## src/core/rail_pkg.sv

```systemverilog
package rail_pkg;

   // ==========================================
   // register map
   localparam logic [7:0] ENABLE_SETUP_ADDR = 8'h08;
   localparam logic [7:0] LIMIT_SLEW_ADDR = 8'h09;
   localparam logic [7:0] VOLTAGE_CODE_ADDR = 8'h0a;
   localparam logic [7:0] LOW_VOLTAGE_CODE_ADDR = 8'h0b;

   // ==========================================
   // values after reset
   localparam logic [7:0] ENABLE_SETUP_RESET = 8'hc8;
   localparam logic [7:0] LIMIT_SLEW_RESET = 8'h32;
   localparam logic [7:0] VOLTAGE_CODE_RESET = 8'h4d;
   localparam logic [7:0] LOW_VOLTAGE_CODE_RESET = 8'h00;
   localparam logic [7:0] UNMAPPED_READ = 8'h00;

   // ==========================================
   // field positions in the enable/setup register
   localparam int RAIL3_ON_BIT = 7;
   localparam int RAIL3_PIN_GATING_BIT = 6;
   localparam int RAIL3_PIN_CHOICE_BIT = 5;
   localparam int RAIL3_PIN_LEVEL_MODE_BIT = 4;
   localparam int RAIL3_DISCHARGE_ON_BIT = 3;
   localparam int RAIL3_FIXED_PULSE_WIDTH_BIT = 1;

   // field positions in the limit/slew register
   localparam int RAIL3_CURRENT_LIMIT_LSB = 3;
   localparam int RAIL3_RAMP_RATE_LSB = 0;
   localparam int FIELD3_WIDTH = 3;

   // ==========================================
   // voltage code map, in microvolts
   localparam int VOLT_UV_WIDTH = 22;
   localparam logic [7:0] CODE_FINE_FIRST = 8'h18;
   localparam logic [7:0] CODE_COARSE_FIRST = 8'h9e;
   localparam int LOW_BASE_UV = 500000;
   localparam int LOW_STEP_UV = 10000;
   localparam int FINE_BASE_UV = 735000;
   localparam int FINE_STEP_UV = 5000;
   localparam int COARSE_BASE_UV = 1420000;
   localparam int COARSE_STEP_UV = 20000;

   function automatic logic [VOLT_UV_WIDTH-1:0] code_to_uv(input logic [7:0] code);
      int uv;
      uv = 0;
      if (code < CODE_FINE_FIRST) begin
         uv = LOW_BASE_UV + int'(code) * LOW_STEP_UV;
      end else if (code < CODE_COARSE_FIRST) begin
         uv = FINE_BASE_UV + int'(code - CODE_FINE_FIRST) * FINE_STEP_UV;
      end else begin
         uv = COARSE_BASE_UV + int'(code - CODE_COARSE_FIRST) * COARSE_STEP_UV;
      end
      return uv[VOLT_UV_WIDTH-1:0];
   endfunction

   localparam logic [VOLT_UV_WIDTH-1:0] VOLTAGE_RESET_UV = 22'h0f4240;

   // ==========================================
   // slew rates, microvolts per microsecond, and per-cycle steps
   localparam int CLK_MHZ = 50;
   localparam int RATE0_UV_PER_US = 30000;
   localparam int RATE1_UV_PER_US = 15000;
   localparam int RATE2_UV_PER_US = 10000;
   localparam int RATE3_UV_PER_US = 7500;
   localparam int RATE4_UV_PER_US = 3800;
   localparam int RATE5_UV_PER_US = 1900;
   localparam int RATE6_UV_PER_US = 940;
   localparam int RATE7_UV_PER_US = 400;
   localparam int STEP_WIDTH = 10;

   // longest-time rounding: step rounds down, never below one
   function automatic logic [STEP_WIDTH-1:0] rate_step(input int rate_uv_per_us);
      int s;
      s = rate_uv_per_us / CLK_MHZ;
      if (s < 1) begin
         s = 1;
      end
      return s[STEP_WIDTH-1:0];
   endfunction

   function automatic logic [STEP_WIDTH-1:0] slew_step(input logic [2:0] code);
      logic [STEP_WIDTH-1:0] s;
      s = '0;
      case (code)
         3'h0: s = rate_step(RATE0_UV_PER_US);
         3'h1: s = rate_step(RATE1_UV_PER_US);
         3'h2: s = rate_step(RATE2_UV_PER_US);
         3'h3: s = rate_step(RATE3_UV_PER_US);
         3'h4: s = rate_step(RATE4_UV_PER_US);
         3'h5: s = rate_step(RATE5_UV_PER_US);
         3'h6: s = rate_step(RATE6_UV_PER_US);
         default: s = rate_step(RATE7_UV_PER_US);
      endcase
      return s;
   endfunction

endpackage

```

## src/core/ramp_if.sv

```systemverilog
`timescale 1ns/1ps
interface ramp_if;
   logic [rail_pkg::VOLT_UV_WIDTH-1:0] target_uv;
   logic [2:0] ramp_rate;
   logic [rail_pkg::VOLT_UV_WIDTH-1:0] level_uv;
   logic moving;

   modport ctrl (output target_uv, output ramp_rate, input level_uv, input moving);
   modport ramp (input target_uv, input ramp_rate, output level_uv, output moving);
endinterface

```

## src/core/rail_ramp.sv

```systemverilog
`timescale 1ns/1ps
module rail_ramp (
   // clock and reset
   input wire logic mclk_in,
   input wire logic sys_rst_in,
   // target and present level
   ramp_if.ramp rp
);

   // ==========================================
   // level walks toward target by a fixed step per cycle
   logic [rail_pkg::VOLT_UV_WIDTH-1:0] level_reg;
   logic [rail_pkg::VOLT_UV_WIDTH-1:0] level_next;
   logic moving_reg;
   logic moving_next;

   // overshoot is clamped so the level lands exactly on target
   always_comb begin
      logic [rail_pkg::VOLT_UV_WIDTH-1:0] step;
      step = rail_pkg::VOLT_UV_WIDTH'(rail_pkg::slew_step(rp.ramp_rate));
      level_next = level_reg;
      if (level_reg < rp.target_uv) begin
         if (rp.target_uv - level_reg > step) begin
            level_next = level_reg + step;
         end else begin
            level_next = rp.target_uv;
         end
      end else if (level_reg > rp.target_uv) begin
         if (level_reg - rp.target_uv > step) begin
            level_next = level_reg - step;
         end else begin
            level_next = rp.target_uv;
         end
      end
      moving_next = (level_next != rp.target_uv);
   end

   always_ff @(posedge mclk_in) begin
      if (sys_rst_in) begin
         level_reg <= rail_pkg::VOLTAGE_RESET_UV;
         moving_reg <= 1'b0;
      end else begin
         level_reg <= level_next;
         moving_reg <= moving_next;
      end
   end

   assign rp.level_uv = level_reg;
   assign rp.moving = moving_reg;

endmodule

```

## src/core/buck_rail_control_regs.sv

```systemverilog
// What this block does
// - rail 3 runs when its on bit is 1, stops when 0.
// - pin gating 0: on bit alone; 1: on bit AND chosen pin.
// - pin choice bit picks enable pin a (0) or b (1).
// - pin level mode 0: pin enables; 1: pin ignored, on bit alone runs rail 3.
// - discharge bit 1 connects discharge resistor while rail 3 is off.
// - fixed pulse width bit forces PWM; 0 lets mode change automatically.
// - current limit field bits 5:3, codes 2..7 map 2.5 A to 5.0 A.
// - ramp rate field bits 2:0 sets rise and fall slew, eight rates.
// - codes 0x00..0x17 give 0.5 V to 0.73 V in 10 mV steps.
// - codes 0x18..0x9d give 0.735 V to 1.4 V in 5 mV steps.
// - codes 0x9e..0xff give 1.42 V to 3.36 V in 20 mV steps.
// - rail 0 target code resets to 0x4d, i.e. 1000 mV.
// - low state code, reset 0x00, sets rail 0 when low state selected.
`timescale 1ns/1ps
module buck_rail_control_regs (
   // clock and reset
   input wire logic mclk_in,
   input wire logic sys_rst_in,
   // register port from the serial engine
   input wire logic [7:0] reg_addr_in,
   input wire logic [7:0] reg_wdata_in,
   input wire logic reg_write_in,
   input wire logic reg_read_in,
   output logic [7:0] reg_rdata_out,
   // external pins
   input wire logic enable_pin_a_in,
   input wire logic enable_pin_b_in,
   input wire logic rail0_low_state_in,
   // rail 3 controls
   output logic rail3_run_out,
   output logic rail3_discharge_out,
   output logic rail3_fixed_pulse_width_out,
   output logic [2:0] rail3_current_limit_out,
   output logic [2:0] rail3_ramp_rate_out,
   // rail 0 output level
   output logic [rail_pkg::VOLT_UV_WIDTH-1:0] rail0_level_uv_out,
   output logic rail0_ramping_out
);

   // ==========================================
   // pin synchronisers
   logic [2:0] pin_meta_reg;
   logic [2:0] pin_sync_reg;

   // first stage feeds only the second stage
   always_ff @(posedge mclk_in) begin
      if (sys_rst_in) begin
         pin_meta_reg <= 3'h0;
         pin_sync_reg <= 3'h0;
      end else begin
         pin_meta_reg <= {rail0_low_state_in, enable_pin_b_in, enable_pin_a_in};
         pin_sync_reg <= pin_meta_reg;
      end
   end

   // ==========================================
   // register file
   logic [7:0] enable_setup_reg;
   logic [7:0] enable_setup_next;
   logic [7:0] limit_slew_reg;
   logic [7:0] limit_slew_next;
   logic [7:0] voltage_code_reg;
   logic [7:0] voltage_code_next;
   logic [7:0] low_voltage_code_reg;
   logic [7:0] low_voltage_code_next;
   logic [7:0] rdata_reg;
   logic [7:0] rdata_next;

   // all bits stored as written, reserved ones too; unmapped writes dropped
   always_comb begin
      enable_setup_next = enable_setup_reg;
      limit_slew_next = limit_slew_reg;
      voltage_code_next = voltage_code_reg;
      low_voltage_code_next = low_voltage_code_reg;
      if (reg_write_in) begin
         case (reg_addr_in)
            rail_pkg::ENABLE_SETUP_ADDR: enable_setup_next = reg_wdata_in;
            rail_pkg::LIMIT_SLEW_ADDR: limit_slew_next = reg_wdata_in;
            rail_pkg::VOLTAGE_CODE_ADDR: voltage_code_next = reg_wdata_in;
            rail_pkg::LOW_VOLTAGE_CODE_ADDR: low_voltage_code_next = reg_wdata_in;
            default: enable_setup_next = enable_setup_reg;
         endcase
      end
   end

   // read data is registered: valid the cycle after the read strobe
   always_comb begin
      rdata_next = rdata_reg;
      if (reg_read_in) begin
         case (reg_addr_in)
            rail_pkg::ENABLE_SETUP_ADDR: rdata_next = enable_setup_reg;
            rail_pkg::LIMIT_SLEW_ADDR: rdata_next = limit_slew_reg;
            rail_pkg::VOLTAGE_CODE_ADDR: rdata_next = voltage_code_reg;
            rail_pkg::LOW_VOLTAGE_CODE_ADDR: rdata_next = low_voltage_code_reg;
            default: rdata_next = rail_pkg::UNMAPPED_READ;
         endcase
      end
   end

   always_ff @(posedge mclk_in) begin
      if (sys_rst_in) begin
         enable_setup_reg <= rail_pkg::ENABLE_SETUP_RESET;
         limit_slew_reg <= rail_pkg::LIMIT_SLEW_RESET;
         voltage_code_reg <= rail_pkg::VOLTAGE_CODE_RESET;
         low_voltage_code_reg <= rail_pkg::LOW_VOLTAGE_CODE_RESET;
         rdata_reg <= 8'h00;
      end else begin
         enable_setup_reg <= enable_setup_next;
         limit_slew_reg <= limit_slew_next;
         voltage_code_reg <= voltage_code_next;
         low_voltage_code_reg <= low_voltage_code_next;
         rdata_reg <= rdata_next;
      end
   end

   // ==========================================
   // rail 3 enable decision
   logic run_reg;
   logic run_next;
   logic discharge_reg;
   logic discharge_next;
   logic fpwm_reg;
   logic fpwm_next;
   logic [2:0] ilim_reg;
   logic [2:0] ilim_next;
   logic [2:0] slew_reg;
   logic [2:0] slew_next;

   // in level mode the chosen pin no longer gates the rail; only the on bit counts
   always_comb begin
      logic on_bit;
      logic pin;
      on_bit = enable_setup_reg[rail_pkg::RAIL3_ON_BIT];
      pin = enable_setup_reg[rail_pkg::RAIL3_PIN_CHOICE_BIT] ?
            pin_sync_reg[1] : pin_sync_reg[0];
      run_next = on_bit;
      if (enable_setup_reg[rail_pkg::RAIL3_PIN_GATING_BIT]) begin
         if (!enable_setup_reg[rail_pkg::RAIL3_PIN_LEVEL_MODE_BIT]) begin
            run_next = on_bit & pin;
         end
      end
      // without gating, choice and mode bits are never looked at
      discharge_next = enable_setup_reg[rail_pkg::RAIL3_DISCHARGE_ON_BIT] & ~run_next;
      fpwm_next = enable_setup_reg[rail_pkg::RAIL3_FIXED_PULSE_WIDTH_BIT];
      ilim_next = limit_slew_reg[rail_pkg::RAIL3_CURRENT_LIMIT_LSB +: rail_pkg::FIELD3_WIDTH];
      slew_next = limit_slew_reg[rail_pkg::RAIL3_RAMP_RATE_LSB +: rail_pkg::FIELD3_WIDTH];
   end

   always_ff @(posedge mclk_in) begin
      if (sys_rst_in) begin
         run_reg <= 1'b0;
         discharge_reg <= 1'b0;
         fpwm_reg <= 1'b0;
         ilim_reg <= 3'h0;
         slew_reg <= 3'h0;
      end else begin
         run_reg <= run_next;
         discharge_reg <= discharge_next;
         fpwm_reg <= fpwm_next;
         ilim_reg <= ilim_next;
         slew_reg <= slew_next;
      end
   end

   // ==========================================
   // rail 0 target selection and ramp
   logic [rail_pkg::VOLT_UV_WIDTH-1:0] target_reg;
   logic [rail_pkg::VOLT_UV_WIDTH-1:0] target_next;
   logic [rail_pkg::VOLT_UV_WIDTH-1:0] level_out_reg;
   logic ramping_reg;
   ramp_if rail0_rp ();

   // code map covers all three segments in one lookup
   always_comb begin
      logic [7:0] code;
      code = pin_sync_reg[2] ? low_voltage_code_reg : voltage_code_reg;
      target_next = rail_pkg::code_to_uv(code);
   end

   // rail 0 shares the rail 3 ramp rate, the only one held here
   assign rail0_rp.target_uv = target_reg;
   assign rail0_rp.ramp_rate = slew_reg;

   rail_ramp rail0_ramp (
      .mclk_in(mclk_in),
      .sys_rst_in(sys_rst_in),
      .rp(rail0_rp.ramp)
   );

   always_ff @(posedge mclk_in) begin
      if (sys_rst_in) begin
         target_reg <= rail_pkg::VOLTAGE_RESET_UV;
         level_out_reg <= rail_pkg::VOLTAGE_RESET_UV;
         ramping_reg <= 1'b0;
      end else begin
         target_reg <= target_next;
         level_out_reg <= rail0_rp.level_uv;
         ramping_reg <= rail0_rp.moving;
      end
   end

   // ==========================================
   // outputs, all straight from flip-flops
   assign reg_rdata_out = rdata_reg;
   assign rail3_run_out = run_reg;
   assign rail3_discharge_out = discharge_reg;
   assign rail3_fixed_pulse_width_out = fpwm_reg;
   assign rail3_current_limit_out = ilim_reg;
   assign rail3_ramp_rate_out = slew_reg;
   assign rail0_level_uv_out = level_out_reg;
   assign rail0_ramping_out = ramping_reg;

endmodule

```

## config.mk

```make
export PLATFORM = sky130hd
export DESIGN_NAME = buck_rail_control_regs
export DESIGN_NICKNAME = d
export VERILOG_FILES = /design/src/core/rail_pkg.sv /design/src/core/ramp_if.sv /design/src/core/rail_ramp.sv /design/src/core/buck_rail_control_regs.sv
export SDC_FILE = /design/constraint.sdc
export NUM_CORES = 1
export LEC_CHECK = 0
export ABC_CLOCK_PERIOD_IN_PS = 19600
export BUFFER_PORTS_ARGS = -buffer_cell sky130_fd_sc_hd__buf_2
export CAP_MARGIN = 20
export CORE_MARGIN = 2
export CORE_UTILIZATION = 45
export DETAILED_ROUTE_END_ITERATION = 8
export MAX_ROUTING_LAYER = met4
export SETUP_SLACK_MARGIN = 0.5
export SYNTH_ARGS = -nofsm -noshare
export SYNTH_HDL_FRONTEND = slang
export SYNTH_HIERARCHICAL = 1
export SYNTH_SLANG_ARGS = --single-unit
```

## constraint.sdc

```tcl
create_clock -name mclk_in -period 19.6 [get_ports mclk_in]
set_input_delay 3.92 -clock mclk_in [delete_from_list [all_inputs] [get_ports mclk_in]]
set_output_delay 3.92 -clock mclk_in [all_outputs]
set_load 0.005 [all_outputs]
```

# Yosys cells after proc, flatten, opt, wreduce, memory -nomap -nowiden
# Cells that the tools add are included.
[word_totals]
reg_bits = 123
latchBits = 0
ramBits = 0
mem_bits_ro = 0
word_cells = 66
n_memories = 0
[op_classes]
addsub = 9
mul = 3
div = 0
order_cmp = 6
n_eq_ne = 11
n_shift = 0
mux = 12
n_bitwise = 3
reduce_logical = 5
[ops]
columns = ["op", "n"]
rows = [
  ["$mux W22", 6],
  ["$pmux W10 S7", 1],
  ["$gt A22 B10 Y1", 2],
  ["$sub A22 B22 Y22", 2],
  ["$eq A8 B4 Y1 const B", 4],
  ["$pmux W8 S4", 1],
  ["$add A19 B22 Y22 const A", 1],
  ["$add A21 B22 Y22 const A", 1],
  ["$add A22 B10 Y22", 1],
  ["$add A22 B22 Y22 const A", 1],
  ["$gt A22 B22 Y1", 1],
  ["$lt A22 B22 Y1", 1],
  ["$ne A22 B22 Y1", 1],
  ["$sub A22 B10 Y22", 1],
  ["$mul A9 B11 Y19 const B", 1],
  ["$mul A8 B10 Y18 const B", 1],
  ["$mul A9 B11 Y17 const B", 1],
  ["$eq A3 B3 Y1 const B", 3],
  ["$sub A8 B5 Y9 const B", 1],
  ["$sub A8 B8 Y9 const B", 1],
  ["$lt A8 B5 Y1 const B", 1],
  ["$lt A8 B8 Y1 const B", 1],
  ["$mux W8", 1],
  ["$reduce_and A2 Y1", 4],
  ["6 further kinds", 10],
]

# Longest topological paths before layout
[depth]
depth_word = 7
mapped_depth = 25
ltp_nobuf = 24

# By module
# Netlist, hierarchy kept.
[modules_own_cells]
columns = ["module", "n_inst", "cells_per_inst", "area_per_inst_um2", "seq_area_each_um2"]
rows = [
  ["buck_rail_control_regs", 1, 894, 8505.7, 1941.9],
  ["rail_ramp", 1, 928, 6423.7, 460.4],
]

# Least setup slack after synthesis
# OpenSTA, ideal clock, no wires.
[synth_timing]
path_kind = "reg-to-reg"
from = "register pin_sync_reg[2]"
to = "register target_reg (netlist bit rail0_rp.target_uv[21])"
setup_time_ns = 0.122
t_arrival_ns = 6.941
required_ns = 19.478
path_slack_ns = 12.538
stages_incl_launch_ff = 26
path_cell_list = "dfxtp_1 -> buf_4 -> mux2i_1 -> inv_1 -> ha_1 -> clkbuf_1 -> nand3_1 -> nand2_1 -> xnor2_1 -> inv_1 -> fa_1 -> fa_1 -> fa_1 -> inv_1 -> fa_1 -> ha_1 -> ha_1 -> and3_1 -> a2111o_1 -> xor2_1 -> or3_1 -> o22ai_1 -> o21ai_1 -> xnor2_1 -> nor3_1 -> a221o_1"
[synth_via]
elab_chain_len = 6
elab_cells_between_ends = 13
cone_classes = "5 x add/sub; 3 x mul; 2 x order compare; 3 x mux"
[synth_lines]
columns = ["item", "line_no", "source"]
rows = [
  ["start, declared", "buck_rail_control_regs.sv:44", "logic [2:0] pin_sync_reg;"],
  ["start signal, assigned", "buck_rail_control_regs.sv:53", "pin_sync_reg <= pin_meta_reg;"],
  ["$mux W8 (*)", "buck_rail_control_regs.sv:177", "code = pin_sync_reg[2] ? low_voltage_code_reg : voltage_code_reg;"],
  ["$sub A8 B8 Y9 or $sub A8 B5 Y9 (tied branches)", "rail_pkg.sv:52, rail_pkg.sv:50", ""],
  ["$mul A9 B11 Y17 or $mul A9 B11 Y19 (tied branches)", "rail_pkg.sv:52, rail_pkg.sv:50", ""],
  ["$add A22 B22 Y22 or $add A21 B22 Y22 (tied branches)", "rail_pkg.sv:52, rail_pkg.sv:50", ""],
  ["$mux W22", "rail_pkg.sv:49", "end else if (code < CODE_COARSE_FIRST) begin"],
  ["$mux W22 (*)", "rail_pkg.sv:47", "if (code < CODE_FINE_FIRST) begin"],
  ["end signal, assigned", "buck_rail_control_regs.sv:193", "target_reg <= rail_pkg::VOLTAGE_RESET_UV;"],
  ["end signal, assigned", "buck_rail_control_regs.sv:197", "target_reg <= target_next;"],
  ["end, declared", "buck_rail_control_regs.sv:168", "logic [rail_pkg::VOLT_UV_WIDTH-1:0] target_reg;"],
]
# Every way passes the cells marked *; elsewhere a longest branch is shown, timed or not.
# A chain may end at the register's enable or synchronous reset.

# Worst setup path after layout
# Ends and elaborated chain as after synthesis.

==> results.sh <==
export IMPL_crit_path_frequent_cell="fa_1"
export IMPL_synth_most_common_cell="ha_1"
export IMPL_cts_root_buf="clkbuf_16"
export IMPL_cts_htree_levels=4
export IMPL_grt_total_usage_pct=26.6
export IMPL_numPortBuffers=62
export IMPL_dieWidth_microns=186
export IMPL_ys_ff_latch=120
export IMPL_tritoncts="done"
export IMPL_avgSynthCellArea_sq_um=8.19
export IMPL_setup_tns_ns=0
export IMPL_startpoint_type="register"
export IMPL_setup_viol=0
export IMPL_holdPathStages=1
export IMPL_ir_worst_vdd_mv=0.0772
export IMPL_r2r_start="pin_sync_reg[2]$_SDFF_PP0_"
export IMPL_grt_max_degree=65
export IMPL_cts_resized=0
export IMPL_cts_hold_buf=0
export IMPL_clk_latency_ns=0.42
export IMPL_dpl_hpwl_microns=34700
export IMPL_crit_required_ns=19.89
export IMPL_power_frac_seq_pct=15.9
export IMPL_period_needed_ns=7.98
export IMPL_synth_top_area_share_pct=18.9
export IMPL_antenna_found_initial=0
export IMPL_synthArstFlopShare_pct=0
export IMPL_synthDistinctLibCells=106
export IMPL_r2r_cells=23
export IMPL_drt_iter0_markers=747
export IMPL_gr_total_overflow=0
export IMPL_post_drt_via_cell_ratio=5.80
export IMPL_core_sq_um=32600
export IMPL_internal_power_w=0.00106
export IMPL_drc=0
export IMPL_grt_pass1_wl_microns=69700
export IMPL_postCtsSetupBuffers=0
export IMPL_worstSetupStartpoint="pin_sync_reg[2]$_SDFF_PP0_"
export IMPL_drive_gt1_share_pct=9.52
export IMPL_cp_slowest_cell="mux2i_1"
export IMPL_combinationalPowerShare_pct=68.1
export IMPL_design_die_area_sq_um=34700
export IMPL_reg2reg_to="rail0_rp.target_uv[21]$_SDFF_PP0_"
export IMPL_nNetsFinal=2142
export IMPL_ant_nets=0
export IMPL_max_slew_worst_pin_slew_ns=1.04
export IMPL_power_density_nw_per_um2=130
export IMPL_yosys_warnings=6
export IMPL_fmax_mhz=125
export IMPL_synth_edf_count=0
export IMPL_hold_viol=0
export IMPL_min_delay_worst_endpoint="pin_sync_reg[0]$_SDFF_PP0_"
export IMPL_place_gp_congestion=0.940
export IMPL_die_h_microns=186
export IMPL_relSlewSlack_pct=30.5
export IMPL_syn_inst=1822
export IMPL_nFillCells=3202
export IMPL_via_count=13342
export IMPL_yosysSeqAreaShare_pct=16.1
export IMPL_clkTransAtPathRegs_ns=0.07
export IMPL_arrival_ns=8.27
export IMPL_hold_start="pin_meta_reg[0]$_SDFF_PP0_"
export IMPL_switching_share_pct=49.7
export IMPL_numCtsBuffers=17
export IMPL_yosys_top_cells_area="ha_1 (19%), dfxtp_1 (16%), fa_1 (6.4%), xnor2_1 (5.5%), a21oi_1 (4.4%)"
export IMPL_first_pass_iters=5
export IMPL_leakage_nw=7.24
export IMPL_rsz0062_at_grt="no"
export IMPL_grt_pass1_vias=12930
export IMPL_critPathKind="register to register"
export IMPL_critical_path_max_stage_delay_ns=0.76
export IMPL_netlist_area_sq_um=14900
export IMPL_p_sw_w=0.00104
export IMPL_cp_end_kind="register"
export IMPL_fin_crit_sh_pct=40.7
export IMPL_clock_sinks=120
export IMPL_worst_path_max_fanout=10
export IMPL_wl_per_cell_microns=19.2
export IMPL_crit_chain="mux2i_1, inv_1, ha_1, nand3_1, nand2_1, xnor2_1, inv_1, fa_1, fa_1, fa_1, inv_1, fa_1, ha_1, ha_1, and3_1, a2111o_1, xor2_1, or3_1, o22ai_1, o21ai_1, xnor2_1, nor3_1, a221o_1"
export IMPL_p_total_w=0.00210
export IMPL_netlist_top_cell_by_area="ha_1"
export IMPL_outcome="complete, no violations"
export IMPL_clockBufferDepth=2
export IMPL_hp_class="register to register"
export IMPL_num_rows=66
export IMPL_fin_skew_ns=0.0220
export IMPL_rrSetupSlack_ns=11.62
export IMPL_cap_violations=0
export IMPL_initial_core_util_pct=45.8
export IMPL_power_frac_clock_pct=15.9
export IMPL_ys_top_cells_by_count="ha_1 (225), inv_1 (164), a21oi_1 (130)"
export IMPL_synth_ff_type="dfxtp_1"
export IMPL_ios=63
export IMPL_area_delta_synth_final_pct=8.29
export IMPL_diodes=0
export IMPL_wirelength_microns=44300
export IMPL_drv_slew=0
## cells in the final DEF, fill, tap and decap left out, types with 6 or more instances in the layout
| cell | count |
|---|---|
| nand2_1 | 107 |
| a211o_1 | 18 |
| or2_2 | 18 |
| buf_4 | 11 |
| fa_1 | 48 |
| buf_2 | 61 |
| o21a_1 | 25 |
| and3_1 | 18 |
| o21ai_0 | 79 |
| o21ai_1 | 13 |
| o221ai_1 | 6 |
| xor2_1 | 38 |
| dfxtp_1 | 120 |
| a21o_1 | 32 |
| nor4_1 | 12 |
| a211oi_1 | 32 |
| o22ai_1 | 9 |
| or3_1 | 10 |
| nand3_1 | 33 |
| and4_1 | 7 |
| a21oi_1 | 129 |
| conb_1 | 16 |
| nand2b_1 | 15 |
| inv_1 | 164 |
| nor3_1 | 50 |
| o211ai_1 | 14 |
| a221oi_1 | 7 |
| o21bai_1 | 11 |
| and2_1 | 9 |
| a31oi_1 | 13 |
| mux4_2 | 8 |
| clkbuf_16 | 17 |
| nor2b_1 | 58 |
| ha_1 | 225 |
| xnor2_1 | 93 |
| nor3b_1 | 6 |
| nand4_1 | 19 |
| nor2_1 | 127 |
| mux2i_1 | 42 |
## metal layers
metal	vias up	track usage, %	share of wire [%]
li1	6505	-	-
met1	6329	32.6	43
met2	403	44.1	48
met3	105	2.76	4.5
met4	0	12.3	4.2
met5	-	-	0
## worst max-delay path: cells and delay by family (launching register included)
| family | cells | cell delay [ns] |
|---|---|---|
| fa+ha+maj | 7 | 3.18 |
| simple gates | 5 | 0.87 |
| buf+inv | 3 | 0.62 |
| xor+xnor | 3 | 0.75 |
| compound gates | 4 | 1.06 |
| mux | 1 | 0.76 |
| flops | 1 | 0.62 |
## logic make-up after synthesis
logic type                 count (synthesis)  synth area share (%)
muxes                                     56                  4.55
adders and majority gates                273                  25.3
buffers and inverters                    250                  6.84
other                                      1                0.0251
and+or+nand+nor                          516                  17.5
DFF                                      120                  16.1
AOI/OAI and AO/OA                        475                  22.0
xor gates and xnor gates                 131                  7.69
## layout make-up
type                       instances  area, sq um  area share, %
inverter                         168          631           3.90
timing repair buffer              72          388           2.40
clock inverter                    14          189           1.17
clock buffer                      18          429           2.65
tap                              442          553           3.42
multi-input combinational       1467        11600           71.6
sequential                       120         2400           14.9
## metrics by stage
step                worst slack (ns)  instance area [sq um]  instances  utilization, %  hold slack (ns)
finish                         11.62                  16200       2301            49.6            0.426
global route                   11.11                  16200       2301            49.6            0.459
CTS                            11.61                  16200       2301            49.6            0.428
detailed placement             11.64                  15500       2269            47.7            0.424
global placement               11.85                  15500       2269            47.7            0.426
floorplan                      12.54                  15000       1837               -            0.414
## power by group through the flow
stage / sequential [W] / combinational, W / clock (W)
after CTS: 0.000333 / 0.00141 / 0.000341
after global routing: 0.000338 / 0.00158 / 0.000351
final: 0.000335 / 0.00143 / 0.000334
after floorplan: 0.000306 / 0.00111 / 0
after global placement: 0.000337 / 0.00139 / 0
after detailed placement: 0.000338 / 0.00140 / 0
## how the worst max path moves through the flow
stage,slack [ns],end,depth (start not counted)
after floorplan,12.54,rail0_rp.target_uv[21]$_SDFF_PP0_,25
after global placement,11.85,rail0_rp.target_uv[21]$_SDFF_PP0_,23
after detailed placement,11.64,rail0_rp.target_uv[21]$_SDFF_PP0_,23
after CTS,11.61,rail0_rp.target_uv[21]$_SDFF_PP0_,23
after global routing,11.11,rail0_rp.target_uv[21]$_SDFF_PP0_,23
final,11.62,rail0_rp.target_uv[21]$_SDFF_PP0_,23
No activity file was read; power rests on OpenSTA's default activity.
